$ cat config.mk
export PLATFORM = sky130hd
export DESIGN_NAME = pin_function_select
export DESIGN_NICKNAME = d
export VERILOG_FILES = /design/src/include/pin_function_pkg.sv /design/src/hdl/pin_function_select.sv /design/src/hdl/pin_pad_cell.sv
export VERILOG_INCLUDE_DIRS = /design/src /design/src/include
export SDC_FILE = /design/constraint.sdc
export NUM_CORES = 1
export LEC_CHECK = 0
export BUFFER_PORTS_ARGS = -buffer_cell sky130_fd_sc_hd__buf_2
export CORE_MARGIN = 1.5
export CORE_UTILIZATION = 45
export DETAILED_ROUTE_END_ITERATION = 10
export GPL_TIMING_DRIVEN = 0
export PLACE_DENSITY = 0.78
export SYNTH_ARGS = -nofsm -noshare
export SYNTH_HDL_FRONTEND = slang
export SYNTH_SLANG_ARGS = --single-unit
$ cat constraint.sdc
create_clock -name i_clock -period 1 [get_ports i_clock]
set_input_delay 0.1 -clock i_clock [delete_from_list [all_inputs] [get_ports i_clock]]
set_output_delay 0.1 -clock i_clock [all_outputs]
set_load 0.02 [all_outputs]
$ cat src/include/pin_function_defines.svh
`ifndef PIN_FUNCTION_DEFINES_SVH
`define PIN_FUNCTION_DEFINES_SVH

// Register select codes on the local write port
`define REG_SYSTEM_PIN_SELECT   3'h0
`define REG_PORT_E_PULLUP       3'h1
`define REG_PORT_C_PULLUP       3'h2
`define REG_PORT_E_PERIPH       3'h3
`define REG_PORT_C_PERIPH       3'h4
`define REG_PORT_E_DIR          3'h5
`define REG_PORT_C_DIR          3'h6
`define REG_PORT_DATA           3'h7

// Field positions
`define PIN_SEL_PHASE_A_ALT_BIT 0
`define PIN_SEL_PHASE_B_ALT_BIT 1
`define PORT_E_SS_LINE          7
`define PORT_C_PHASE_A_LINE     0
`define PORT_C_PHASE_B_LINE     1
`define DATA_PORT_E_BIT         0
`define DATA_PORT_C0_BIT        1
`define DATA_PORT_C1_BIT        2

// Reset values
`define PIN_SELECT_RESET        8'h00
`define PULLUP_RESET            8'hFF
`define PERIPH_RESET            8'hFF
`define DIR_RESET               8'h00
`define DATA_RESET              8'h00

`endif

$ cat src/include/pin_function_pkg.sv
package pin_function_pkg;

  typedef enum logic [1:0] {
    FUNC_NONE,
    FUNC_PRIMARY,
    FUNC_ALT_SPI,
    FUNC_GPIO
  } pin_func_e;

endpackage : pin_function_pkg

$ cat src/hdl/pin_function_select.sv
// Operation
// - Slave-select pin low in slave mode marks transfer for first serial port to receive.
// - After reset the slave-select pin takes its serial port function, not GPIO.
// - Clearing port E pull-up bit 7 disables pull-up on slave-select pin.
// - Clearing port C pull-up bit 0 or 1 disables phase A or B pull-up.
// - Phase-A alternate bit set routes second serial port clock onto phase A pin.
// - Phase-B alternate bit set routes second serial port data-out onto phase B pin.
// - Second port clock pin drives out as master, is clock input as slave.
// - Second port data-out pin is output as master, input as slave.
// - Master data leads slave sampling clock edge by half a clock period.
// - Large variant phase pins reset to decoder inputs; small variant needs configuration.
// - Each shared pin in GPIO use is individually input or output.
`timescale 1ns/1ps
`include "pin_function_defines.svh"

module pin_function_select #(
  parameter bit LARGE_VARIANT = 1'b1
) (
  input  logic       i_clock,
  input  logic       i_rst_b,
  // Local register write port
  input  logic       i_reg_we,
  input  logic [2:0] i_reg_sel,
  input  logic [7:0] i_reg_wdata,
  // Pads
  input  logic       i_ss_pad_in,
  output logic       o_ss_pad_out,
  output logic       o_ss_pad_oe,
  output logic       o_ss_pad_pullup_en,
  input  logic       i_phase_a_pad_in,
  output logic       o_phase_a_pad_out,
  output logic       o_phase_a_pad_oe,
  output logic       o_phase_a_pad_pullup_en,
  input  logic       i_phase_b_pad_in,
  output logic       o_phase_b_pad_out,
  output logic       o_phase_b_pad_oe,
  output logic       o_phase_b_pad_pullup_en,
  // First serial port
  input  logic       i_spi0_master,
  output logic       o_spi0_slave_select_pin_b,
  output logic       o_spi0_receive_en,
  // Second serial port
  input  logic       i_spi1_master,
  input  logic       i_spi1_sclk_out,
  input  logic       i_spi1_mosi_out,
  output logic       o_spi1_serial_clock_pin,
  output logic       o_spi1_data_out_pin,
  // Decoder and timer
  output logic       o_decoder1_phase_a_in,
  output logic       o_decoder1_phase_b_in,
  input  logic       i_timer_b_channel_0_out,
  input  logic       i_timer_b_channel_0_oe,
  input  logic       i_timer_b_channel_1_out,
  input  logic       i_timer_b_channel_1_oe,
  output logic       o_timer_b_channel_0,
  output logic       o_timer_b_channel_1,
  // GPIO pin levels
  output logic       o_port_e_line_7,
  output logic       o_port_c_line_0,
  output logic       o_port_c_line_1,
  // Register readback
  output logic [7:0] o_system_pin_select_reg,
  output logic [7:0] o_port_e_pullup_ctrl,
  output logic [7:0] o_port_c_pullup_ctrl,
  output logic [7:0] o_port_e_periph_en,
  output logic [7:0] o_port_c_periph_en,
  output logic [7:0] o_port_e_dir,
  output logic [7:0] o_port_c_dir,
  output logic [7:0] o_port_data,
  output logic [1:0] o_phase_pins_configured
);

  logic [7:0]                  pin_select_q;
  logic [7:0]                  port_e_pullup_q;
  logic [7:0]                  port_c_pullup_q;
  logic [7:0]                  port_e_periph_q;
  logic [7:0]                  port_c_periph_q;
  logic [7:0]                  port_e_dir_q;
  logic [7:0]                  port_c_dir_q;
  logic [7:0]                  port_data_q;
  logic [1:0]                  configured_q;
  pin_function_pkg::pin_func_e ss_func;
  pin_function_pkg::pin_func_e phase_a_func;
  pin_function_pkg::pin_func_e phase_b_func;

  function automatic logic reg_hit(input logic we, input logic [2:0] sel, input logic [2:0] code);
    reg_hit = we & (sel == code);
  endfunction : reg_hit

  function automatic pin_function_pkg::pin_func_e decode_func(input logic valid,
                                                              input logic periph,
                                                              input logic alt);
    if (!valid) begin
      decode_func = pin_function_pkg::FUNC_NONE;
    end else if (!periph) begin
      decode_func = pin_function_pkg::FUNC_GPIO;
    end else if (alt) begin
      decode_func = pin_function_pkg::FUNC_ALT_SPI;
    end else begin
      decode_func = pin_function_pkg::FUNC_PRIMARY;
    end
  endfunction : decode_func

  // Alternate selects start cleared
  always_ff @(posedge i_clock) begin
    if (!i_rst_b) begin
      pin_select_q <= `PIN_SELECT_RESET;
    end else if (reg_hit(i_reg_we, i_reg_sel, `REG_SYSTEM_PIN_SELECT)) begin
      pin_select_q <= i_reg_wdata;
    end
  end

  always_ff @(posedge i_clock) begin
    if (!i_rst_b) begin
      port_e_pullup_q <= `PULLUP_RESET;
      port_c_pullup_q <= `PULLUP_RESET;
    end else begin
      if (reg_hit(i_reg_we, i_reg_sel, `REG_PORT_E_PULLUP)) begin
        port_e_pullup_q <= i_reg_wdata;
      end
      if (reg_hit(i_reg_we, i_reg_sel, `REG_PORT_C_PULLUP)) begin
        port_c_pullup_q <= i_reg_wdata;
      end
    end
  end

  always_ff @(posedge i_clock) begin
    if (!i_rst_b) begin
      port_e_periph_q <= `PERIPH_RESET;
      port_c_periph_q <= `PERIPH_RESET;
    end else begin
      if (reg_hit(i_reg_we, i_reg_sel, `REG_PORT_E_PERIPH)) begin
        port_e_periph_q <= i_reg_wdata;
      end
      if (reg_hit(i_reg_we, i_reg_sel, `REG_PORT_C_PERIPH)) begin
        port_c_periph_q <= i_reg_wdata;
      end
    end
  end

  always_ff @(posedge i_clock) begin
    if (!i_rst_b) begin
      port_e_dir_q <= `DIR_RESET;
      port_c_dir_q <= `DIR_RESET;
      port_data_q  <= `DATA_RESET;
    end else begin
      if (reg_hit(i_reg_we, i_reg_sel, `REG_PORT_E_DIR)) begin
        port_e_dir_q <= i_reg_wdata;
      end
      if (reg_hit(i_reg_we, i_reg_sel, `REG_PORT_C_DIR)) begin
        port_c_dir_q <= i_reg_wdata;
      end
      if (reg_hit(i_reg_we, i_reg_sel, `REG_PORT_DATA)) begin
        port_data_q <= i_reg_wdata;
      end
    end
  end

  // Small variant leaves phase pins unassigned until software writes a selection
  always_ff @(posedge i_clock) begin
    if (!i_rst_b) begin
      configured_q <= {2{LARGE_VARIANT}};
    end else if (reg_hit(i_reg_we, i_reg_sel, `REG_PORT_C_PERIPH) ||
                 reg_hit(i_reg_we, i_reg_sel, `REG_SYSTEM_PIN_SELECT)) begin
      configured_q <= 2'h3;
    end
  end

  assign ss_func      = decode_func(1'b1, port_e_periph_q[`PORT_E_SS_LINE], 1'b0);
  assign phase_a_func = decode_func(configured_q[0], port_c_periph_q[`PORT_C_PHASE_A_LINE],
                                    pin_select_q[`PIN_SEL_PHASE_A_ALT_BIT]);
  assign phase_b_func = decode_func(configured_q[1], port_c_periph_q[`PORT_C_PHASE_B_LINE],
                                    pin_select_q[`PIN_SEL_PHASE_B_ALT_BIT]);

  pin_pad_cell u_ss_cell (
    .i_clock         (i_clock),
    .i_rst_b         (i_rst_b),
    .i_func          (ss_func),
    .i_prim_out      (1'b0),
    .i_prim_oe       (1'b0),
    .i_alt_out       (1'b0),
    .i_alt_oe        (1'b0),
    .i_gpio_out      (port_data_q[`DATA_PORT_E_BIT]),
    .i_gpio_oe       (port_e_dir_q[`PORT_E_SS_LINE]),
    .i_pullup_bit    (port_e_pullup_q[`PORT_E_SS_LINE]),
    .o_pad_out       (o_ss_pad_out),
    .o_pad_oe        (o_ss_pad_oe),
    .o_pad_pullup_en (o_ss_pad_pullup_en)
  );

  // Clock and data take matching one-cycle paths so their half-period offset survives
  pin_pad_cell u_phase_a_cell (
    .i_clock         (i_clock),
    .i_rst_b         (i_rst_b),
    .i_func          (phase_a_func),
    .i_prim_out      (i_timer_b_channel_0_out),
    .i_prim_oe       (i_timer_b_channel_0_oe),
    .i_alt_out       (i_spi1_sclk_out),
    .i_alt_oe        (i_spi1_master),
    .i_gpio_out      (port_data_q[`DATA_PORT_C0_BIT]),
    .i_gpio_oe       (port_c_dir_q[`PORT_C_PHASE_A_LINE]),
    .i_pullup_bit    (port_c_pullup_q[`PORT_C_PHASE_A_LINE]),
    .o_pad_out       (o_phase_a_pad_out),
    .o_pad_oe        (o_phase_a_pad_oe),
    .o_pad_pullup_en (o_phase_a_pad_pullup_en)
  );

  pin_pad_cell u_phase_b_cell (
    .i_clock         (i_clock),
    .i_rst_b         (i_rst_b),
    .i_func          (phase_b_func),
    .i_prim_out      (i_timer_b_channel_1_out),
    .i_prim_oe       (i_timer_b_channel_1_oe),
    .i_alt_out       (i_spi1_mosi_out),
    .i_alt_oe        (i_spi1_master),
    .i_gpio_out      (port_data_q[`DATA_PORT_C1_BIT]),
    .i_gpio_oe       (port_c_dir_q[`PORT_C_PHASE_B_LINE]),
    .i_pullup_bit    (port_c_pullup_q[`PORT_C_PHASE_B_LINE]),
    .o_pad_out       (o_phase_b_pad_out),
    .o_pad_oe        (o_phase_b_pad_oe),
    .o_pad_pullup_en (o_phase_b_pad_pullup_en)
  );

  // Deselected inputs idle: select high, everything else low
  always_ff @(posedge i_clock) begin
    if (!i_rst_b) begin
      o_spi0_slave_select_pin_b <= 1'b1;
      o_spi0_receive_en         <= 1'b0;
    end else begin
      o_spi0_slave_select_pin_b <= (ss_func == pin_function_pkg::FUNC_PRIMARY) ? i_ss_pad_in : 1'b1;
      o_spi0_receive_en         <= (ss_func == pin_function_pkg::FUNC_PRIMARY) &
                                   ~i_spi0_master & ~i_ss_pad_in;
    end
  end

  always_ff @(posedge i_clock) begin
    if (!i_rst_b) begin
      o_spi1_serial_clock_pin <= 1'b0;
      o_spi1_data_out_pin     <= 1'b0;
    end else begin
      o_spi1_serial_clock_pin <= (phase_a_func == pin_function_pkg::FUNC_ALT_SPI) &
                                 ~i_spi1_master & i_phase_a_pad_in;
      o_spi1_data_out_pin     <= (phase_b_func == pin_function_pkg::FUNC_ALT_SPI) &
                                 ~i_spi1_master & i_phase_b_pad_in;
    end
  end

  always_ff @(posedge i_clock) begin
    if (!i_rst_b) begin
      o_decoder1_phase_a_in <= 1'b0;
      o_decoder1_phase_b_in <= 1'b0;
      o_timer_b_channel_0   <= 1'b0;
      o_timer_b_channel_1   <= 1'b0;
    end else begin
      o_decoder1_phase_a_in <= (phase_a_func == pin_function_pkg::FUNC_PRIMARY) & i_phase_a_pad_in;
      o_decoder1_phase_b_in <= (phase_b_func == pin_function_pkg::FUNC_PRIMARY) & i_phase_b_pad_in;
      o_timer_b_channel_0   <= (phase_a_func == pin_function_pkg::FUNC_PRIMARY) & i_phase_a_pad_in;
      o_timer_b_channel_1   <= (phase_b_func == pin_function_pkg::FUNC_PRIMARY) & i_phase_b_pad_in;
    end
  end

  // GPIO reads show the pad level in every function
  always_ff @(posedge i_clock) begin
    if (!i_rst_b) begin
      o_port_e_line_7 <= 1'b0;
      o_port_c_line_0 <= 1'b0;
      o_port_c_line_1 <= 1'b0;
    end else begin
      o_port_e_line_7 <= i_ss_pad_in;
      o_port_c_line_0 <= i_phase_a_pad_in;
      o_port_c_line_1 <= i_phase_b_pad_in;
    end
  end

  assign o_system_pin_select_reg = pin_select_q;
  assign o_port_e_pullup_ctrl    = port_e_pullup_q;
  assign o_port_c_pullup_ctrl    = port_c_pullup_q;
  assign o_port_e_periph_en      = port_e_periph_q;
  assign o_port_c_periph_en      = port_c_periph_q;
  assign o_port_e_dir            = port_e_dir_q;
  assign o_port_c_dir            = port_c_dir_q;
  assign o_port_data             = port_data_q;
  assign o_phase_pins_configured = configured_q;

endmodule : pin_function_select

$ cat src/hdl/pin_pad_cell.sv
`timescale 1ns/1ps

module pin_pad_cell (
  input  logic                        i_clock,
  input  logic                        i_rst_b,
  input  pin_function_pkg::pin_func_e i_func,
  input  logic                        i_prim_out,
  input  logic                        i_prim_oe,
  input  logic                        i_alt_out,
  input  logic                        i_alt_oe,
  input  logic                        i_gpio_out,
  input  logic                        i_gpio_oe,
  input  logic                        i_pullup_bit,
  output logic                        o_pad_out,
  output logic                        o_pad_oe,
  output logic                        o_pad_pullup_en
);

  logic out_d;
  logic oe_d;

  always_comb begin
    out_d = 1'b0;
    oe_d  = 1'b0;
    case (i_func)
      pin_function_pkg::FUNC_PRIMARY: begin
        out_d = i_prim_out;
        oe_d  = i_prim_oe;
      end
      pin_function_pkg::FUNC_ALT_SPI: begin
        out_d = i_alt_out;
        oe_d  = i_alt_oe;
      end
      pin_function_pkg::FUNC_GPIO: begin
        out_d = i_gpio_out;
        oe_d  = i_gpio_oe;
      end
      default: begin
        out_d = 1'b0;
        oe_d  = 1'b0;
      end
    endcase
  end

  always_ff @(posedge i_clock) begin
    if (!i_rst_b) begin
      o_pad_out <= 1'b0;
      o_pad_oe  <= 1'b0;
    end else begin
      o_pad_out <= out_d;
      o_pad_oe  <= oe_d;
    end
  end

  // Pull-up held off while driving to avoid fighting the driver
  always_ff @(posedge i_clock) begin
    if (!i_rst_b) begin
      o_pad_pullup_en <= 1'b1;
    end else begin
      o_pad_pullup_en <= i_pullup_bit & ~oe_d;
    end
  end

endmodule : pin_pad_cell

==> reports/metrics.yaml, run 1 <==
synthesis:
  yosysMostFrequentCell: "dfxtp_1"
  synth_enable_flop_cells: 0
  synth_adder_area_share_pct: 0
  ys_warn_count: 0
  syn_area_um2: 3200
  synth.largest_area_cell: "dfxtp_1"
  synth-main-ff-cell: "dfxtp_1"
  syn_avg_cell_area_um2: 10.7
  synth_top_family_by_area: "multiplexers"
  synth_xor_area_share_pct: 0
  async_flop_share_pct: 0
  yosysSeqAreaShare_pct: 51.4
  yosysTopAreaCellShare_pct: 51.4
  netlist_top_cells_count: "dfxtp_1 (82), mux2i_1 (68), nand2_1 (41)"
  synth_compound_area_share_pct: 2.00
  ys_ff_latch: 82
  yosys.area_share.simple_pct: 18.9
  ys_types: 26
  synthMuxAreaShare_pct: 21.3
  synthCells: 300
  ys_top_cells_by_area: "dfxtp_1 (51%), mux2i_1 (21%), nor2b_1 (6.7%)"
clocking:
  cts.sinks: 82
  clockRootBuffer: "clkbuf_8"
  clockBufferDepth: 2
  cts_made_buffers: 9
  ctsHtreeMaxLevel: 3
  clk_latency_ns: 0.36
  clk_transition_reported_paths_ns: 0.09
  cts_tree: "done"
power:
  p_clk_share_pct: 39.3
  p_seq_share_pct: 50.4
  p_per_area_nw_per_um2: 1560
  switchingPower_mw: 1.68
  p_sw_share_pct: 24.9
  leakagePower_nw: 2.11
  comb_power_share_pct: 10.2
  irDropWorstVdd_uv: 912
  p_int_mw: 5.06
die:
  die_h_um: 87.3
  fp.coreArea_um2: 6830
  start_util_pct: 46.8
  die-area_um2: 7620
  fp.dieW_um: 87.3
  rows: 30
  ios: 111
final_layout:
  design_area_um2: 4320
  final_net_count: 450
  final_cells: 526
  flow.area_growth_from_synthesis_pct: 35.3
  n_antenna_cell: 0
  drive_gt1_share_pct: 38.6
timing:
  hold_viol_final: 0
  clock_skew_ns: 0.0118
  rsz0062_at_grt: "yes"
  period_share_pct: 104
  fmax_mhz: 957
  setup_slack_ns: -0.0449
  drv_slew: 0
  setup_viol: 2
  period_needed_ns: 1.04
status:
  violations: "setup timing"
  run_status: "finished with violations"
setup_path:
  cp-end-kind: "output port"
  critical_path.slowest_cell: "dfxtp_2"
  crit_chain: "buf_6, buf_6"
  cp.required_ns: 0.90
  timing.critical_path.fanout_max: 4
  crit_cells: 2
  crit_path_frequent_cell: "buf_6"
  criticalPathCategory: "flip-flop to output port"
  path_buf_inv: 2
  startpoint_type: "flip-flop"
  crit_arrival_ns: 0.94
  cp_top_family: "flip-flops"
  slowest_delay_ns: 0.35
  reg2regPathDepth: 2
place:
  dp_cells: 504
  dp_slack_ns: -0.160
  gp_congestion: 0.767
  io_buffers: 107
  placed_cell_area_um2: 3860
  hpwl_um: 5710
detailed_routing:
  drt_wl_total_um: 8210
  dr.first_iter.drc_count: 107
  wl_per_cell_um: 15.6
  ant_nets: 0
  drc: 0
  routed_via_density: 4.81
  vias: 2529
  dr.pass1.iters: 4
hold_path:
  holdPathStages: 3
  hold_class: "input pin to flip-flop"
global_routing:
  grt_max_degree: 15
  antenna_found_initial: 0
  grt_usage_pct: 21.7
  grt_pass1_vias: 2543
  grt_pass1_wl_um: 12400
  overflow: 0
run:
  cap_violations: 0
[area by class of cell]
cell class	instances	area, um2
fill	606	2510
sequential	82	1670
multi-input combinational	187	1360
timing repair buffer	121	802
buffer	23	153
clock buffer	10	128
tap	96	120
clock inverter	6	90.1
inverter	1	3.75
[worst register-to-register path, stage by stage (launching register included)]
cell	delay, ns
dfxtp_2	0.35
or3b_2	0.46
o311ai_1	0.09
[metrics by stage]
step / total power [mW] / setup TNS, ns / util, % / hold WS, ns
floorplan: 3.87 / 0 / - / 0.172
global placement: 4.10 / -3.58 / 56.5 / 0.259
detailed placement: 4.11 / -3.81 / 56.5 / 0.259
CTS: 6.74 / -0.0959 / 62.1 / 0.0284
global route: 6.98 / -0.189 / 63.3 / 0.0491
finish: 6.74 / -0.0645 / 63.3 / 0.0414
[layout by cell type (no fill, tap or decap), types with 4 or more instances in the layout]
cell type,count
buf_2,69
mux2i_1,68
dfxtp_1,65
buf_4,44
nand2_1,41
nor2b_1,34
buf_6,17
dfxtp_2,14
clkbuf_1,9
clkbuf_8,9
and2b_1,7
and2_1,6
a21oi_1,5
dlygate4sd3_1,5
o21ai_0,4
[path summary, 6_finish.rpt]
check,start,slack (ns),end
setup / recovery,o_port_c_dir[1],-0.04,o_port_c_dir[1]
hold / removal,i_spi1_mosi_out,0.04,u_phase_b_cell.o_pad_out
setup reg to reg,o_port_c_dir[1],0,u_phase_b_cell.o_pad_pullup_en
hold reg to reg,o_system_pin_select_reg[7],0.46,o_system_pin_select_reg[7]
[routing by layer]
metal,part of all wire [%],vias up,GRT usage [%]
met4,2.1,0,10.4
met3,5.1,16,5.59
met5,0,-,0
met2,49,66,35.1
met1,44,1210,26.8
li1,-,1237,-
[cells by family (layout without fill, tap and decap cells)]
kind of cell           count (synthesis)  after routing
and+or+nand+nor                      106            106
DFF                                   82             82
muxes                                 68             68
buffers and inverters                 32            161
AOI/OAI and AO/OA                     11             11
other                                  1              2
[power groups by stage]
stage | registers, mW | logic (mW) | clock network (mW)
after floorplan | 3.57 | 0.296 | 0
after global placement | 3.47 | 0.627 | 0
after detailed placement | 3.48 | 0.635 | 0
after CTS | 3.39 | 0.672 | 2.67
after global routing | 3.41 | 0.739 | 2.83
final | 3.40 | 0.690 | 2.65
[what timing repair did]
action,4_1_cts,5_1_grt
setup buffers,8,1
gates cloned,0,0
gates resized for setup,42,32
hold buffers,5,0
pin swaps,1,0
endpoints found under the hold margin,6,0
setup endpoints to repair,15,33
Note: power is estimated with default switching activity, not from simulation.
==> inputs of run 2 (changes only) <==
--- a/config.mk
+++ b/config.mk
@@ -7,7 +7,6 @@
 export NUM_CORES = 1
 export LEC_CHECK = 0
 export BUFFER_PORTS_ARGS = -buffer_cell sky130_fd_sc_hd__buf_2
-export CORE_MARGIN = 1.5
 export CORE_UTILIZATION = 45
 export DETAILED_ROUTE_END_ITERATION = 10
 export GPL_TIMING_DRIVEN = 0
==> reports/metrics.yaml, run 2 (synthesis results as in run 1) <==
status:
  run_status: "finished with violations"
  violations: "setup timing"
timing:
  period_needed_ns: 1.05
  drv_slew: 0
  clock_skew_ns: 0.00747
  rsz0062_at_grt: "yes"
  setup_slack_ns: -0.0463
  hold_viol_final: 0
  period_share_pct: 105
  whs_ns: 0.0477
  setup_viol: 3
  fmax_mhz: 956
setup_path:
  cp.required_ns: 0.90
  timing.critical_path.fanout_max: 4
  crit_arrival_ns: 0.95
  criticalPathCategory: "flip-flop to output port"
  critical_path.slowest_cell: "dfxtp_4"
  slowest_delay_ns: 0.37
  crit_chain: "buf_6, buf_6"
  startpoint_type: "flip-flop"
  cp-end-kind: "output port"
  reg2regPathDepth: 2
  crit_path_frequent_cell: "buf_6"
global_routing:
  overflow: 0
  grt_pass1_wl_um: 12600
  grt_max_degree: 15
  grt_pass1_vias: 2585
  antenna_found_initial: 0
  grt_usage_pct: 22.3
final_layout:
  fill_cells: 603
  multi_input_area_um2: 1370
  n_antenna_cell: 0
  final_net_count: 449
  flow.area_growth_from_synthesis_pct: 35.4
  final_common_cell: "buf_2"
  final_cells: 525
  mostFrequentLayoutCells: "buf_2 (85), mux2i_1 (68), dfxtp_1 (66)"
  drive_gt1_share_pct: 38.7
  layout.area.seq_um2: 1670
  finish.utilization_pct: 63.4
die:
  start_util_pct: 46.8
  fp.coreArea_um2: 6830
  die-area_um2: 7450
  ios: 111
  die_h_um: 86.3
  fp.dieW_um: 86.3
  rows: 30
clocking:
  ctsHtreeMaxLevel: 3
  clk_transition_reported_paths_ns: 0.09
  cts_made_buffers: 9
  clk_latency_ns: 0.35
  cts_tree: "done"
  clockBufferDepth: 2
  clockRootBuffer: "clkbuf_8"
  cts.sinks: 82
detailed_routing:
  drc: 0
  vias: 2565
  routed_via_density: 4.89
  ant_nets: 0
  dr.first_iter.drc_count: 77
  dr.pass1.iters: 4
  wl_per_cell_um: 15.3
  drt_wl_total_um: 8030
power:
  p_per_area_nw_per_um2: 1660
  leakagePower_nw: 2.12
  irDropWorstVdd_uv: 936
hold_path:
  holdPathStages: 3
  hold_class: "input pin to flip-flop"
place:
  hpwl_um: 5600
  dp_cells: 504
  dp_slack_ns: -0.132
  io_buffers: 107
  gp_congestion: 0.752
run:
  cap_violations: 0
==> run 2: routing by layer <==
metal	global-route usage [%]	vias up	part of all wire, %
met2	38.0	75	49
met3	5.81	19	5.1
li1	-	1235	-
met5	0	-	0
met4	9.70	0	2.6
met1	26.6	1236	43
==> run 2: final timing paths <==
kind | from | to | slack (ns)
worst max-delay path | o_port_c_dir[1] | o_port_c_dir[1] | -0.05
worst min-delay path | i_timer_b_channel_1_out | u_phase_b_cell.o_pad_out | 0.05
worst max register to register | o_port_c_dir[1] | u_phase_b_cell.o_pad_pullup_en | -0.04
worst min register to register | o_system_pin_select_reg[5] | o_system_pin_select_reg[5] | 0.46
==> run 2: through the flow <==
stage	setup TNS (ns)	area, um2	power, mW
after detailed placement	-3.59	3860	4.11
after floorplan	0	3210	3.87
after global routing	-0.190	4330	7.43
final	-0.0858	4330	7.19
after global placement	-3.65	3860	4.10
after CTS	-0.0980	4280	7.22
==> run 2: area by class of cell <==
cell class | instances | area share [%]
flip-flops and latches | 82 | 38.6
multi-input cells | 187 | 31.5
repair buffers | 120 | 17.4
plain buffers | 23 | 3.47
clock inverters | 7 | 3.27
clock buffers | 9 | 2.86
well taps | 96 | 2.77
inverters | 1 | 0.0867
==> run 2: critical path, delay by kind of cell (launching register included) <==
family	cells	cell delay, ns
DFF	1	0.37
buffers and inverters	2	0.23
==> run 2: report_power, final <==
group          total (mW)  leakage (nW)  switching (mW)  internal [mW]
registers            3.39         0.671          0.0456           3.35
logic               0.683          1.31           0.396          0.287
clock network        3.12         0.129            1.21           1.91
total                7.19          2.12            1.65           5.54
==> run 2: what timing repair did <==
item	CTS	global route
endpoints found under the setup margin	15	17
hold endpoints to repair	7	0
gates cloned	0	0
buffers inserted	7	1
pin swaps	1	0
gates resized for setup	42	16
hold buffers	5	0
==> inputs of run 3 (changes only) <==
--- a/config.mk
+++ b/config.mk
@@ -7,10 +7,10 @@
 export NUM_CORES = 1
 export LEC_CHECK = 0
 export BUFFER_PORTS_ARGS = -buffer_cell sky130_fd_sc_hd__buf_2
-export CORE_UTILIZATION = 45
+export CORE_UTILIZATION = 28
 export DETAILED_ROUTE_END_ITERATION = 10
 export GPL_TIMING_DRIVEN = 0
-export PLACE_DENSITY = 0.78
+export PLACE_DENSITY = 0.54
 export SYNTH_ARGS = -nofsm -noshare
 export SYNTH_HDL_FRONTEND = slang
 export SYNTH_SLANG_ARGS = --single-unit
==> reports/metrics.yaml, run 3 (synthesis results as in run 1) <==
setup_path:
  ff2ff_setup_slack_ns: 0.003
  cp.required_ns: 0.90
  criticalPathCategory: "flip-flop to output port"
  timing.critical_path.fanout_max: 4
  cp-end-kind: "output port"
  crit_arrival_ns: 0.90
  startpoint_type: "flip-flop"
detailed_routing:
  dr.first_iter.drc_count: 91
  vias: 2451
  ant_nets: 0
  routed_via_density: 4.31
  drc: 0
  drt_wl_total_um: 8720
  wl_per_cell_um: 15.3
  dr.pass1.iters: 4
place:
  io_buffers: 107
  dp_slack_ns: -0.145
  hpwl_um: 6160
  placed_cell_area_um2: 3920
  gp_congestion: 0.692
  dp_cells: 548
clocking:
  cts_made_buffers: 9
  clk_transition_reported_paths_ns: 0.06
  cts_tree: "done"
  clockRootBuffer: "clkbuf_16"
  cts.sinks: 82
  clockBufferDepth: 2
  clk_latency_ns: 0.33
  ctsHtreeMaxLevel: 3
final_layout:
  final_cells: 569
  final_common_cell: "buf_2"
  flow.area_growth_from_synthesis_pct: 36.8
  n_antenna_cell: 0
  drive_gt1_share_pct: 38.2
  fill_cells: 1086
  mostFrequentLayoutCells: "buf_2 (94), mux2i_1 (68), dfxtp_1 (66)"
  design_area_um2: 4370
  final_net_count: 450
global_routing:
  antenna_found_initial: 0
  grt_usage_pct: 15.3
  grt_pass1_vias: 2397
  grt_max_degree: 13
  grt_pass1_wl_um: 13000
  overflow: 0
timing:
  setup_slack_ns: 0.00320
  hold_viol_final: 0
  period_needed_ns: 0.997
  rsz0062_at_grt: "yes"
  drv_slew: 0
  timing.max_slew.rel_slack_pct: 59.6
  whs_ns: 0.0630
  period_share_pct: 99.7
  setup_viol: 0
  worst_slew_pin_slew_ns: 0.606
  clock_skew_ns: 0.00494
  fmax_mhz: 1000
power:
  p_per_area_nw_per_um2: 1630
  irDropWorstVdd_uv: 833
  leakagePower_nw: 2.12
die:
  rows: 38
  die_h_um: 109
  fp.dieW_um: 109
  ios: 111
  die-area_um2: 11800
  start_util_pct: 29.1
  fp.coreArea_um2: 11000
run:
  cap_violations: 0
hold_path:
  hold_class: "input pin to flip-flop"
status:
  run_status: "finished, final reports clean"
run 3: report_power, final:
group	switching (mW)	internal, mW	total (mW)
clock	1.25	1.79	3.04
combinational	0.395	0.284	0.679
sequential	0.0447	3.35	3.40
run 3: final timing paths:
kind                                         startpoint                              to  cells past startpoint
worst max-delay path                    o_port_c_dir[1]                 o_port_c_dir[1]                      2
worst min register to register          o_port_c_dir[4]                 o_port_c_dir[4]                      2
worst min-delay path            i_timer_b_channel_1_out        u_phase_b_cell.o_pad_out                      3
worst max register to register  o_port_c_pullup_ctrl[1]  u_phase_b_cell.o_pad_pullup_en                      2
run 3: per-stage QoR:
stage	power [mW]	setup TNS [ns]	utilization [%]
after CTS	7.22	-0.0277	39.8
after detailed placement	4.12	-5.58	35.7
final	7.12	0	39.8
after floorplan	3.87	0	-
after global routing	7.40	-0.0767	39.8
after global placement	4.12	-4.72	35.7
run 3: area by class of cell:
cell class                 count  area [um2]  area share, %
sequential                    82        1670           38.2
multi-input combinational    187        1370           31.2
timing repair buffer         122         746           17.1
clock buffer                  12         256           5.87
tap                          140         175           4.01
buffer                        22         141           3.23
clock inverter                 3        15.0          0.343
inverter                       1        3.75         0.0859
run 3: critical path, stage by stage (launching register included):
cell     delay [ns]
dfxtp_2        0.34
buf_6          0.11
buf_6          0.12
run 3: per-layer routing:
layer  GRT usage (%)  routed length, um  up-vias
met5               0                  0        -
met4            6.08                111        0
met3            3.95                441        6
met2            24.8               4040       69
met1            19.5               4130     1143
li1                -                  -     1233
run 3: what timing repair did:
action	in CTS	in global routing
gates cloned	0	0
gates resized for setup	43	4
pin swaps	1	1
endpoints found under the hold margin	5	0
setup endpoints to repair	16	9
setup buffers	8	1
hold buffers	6	0
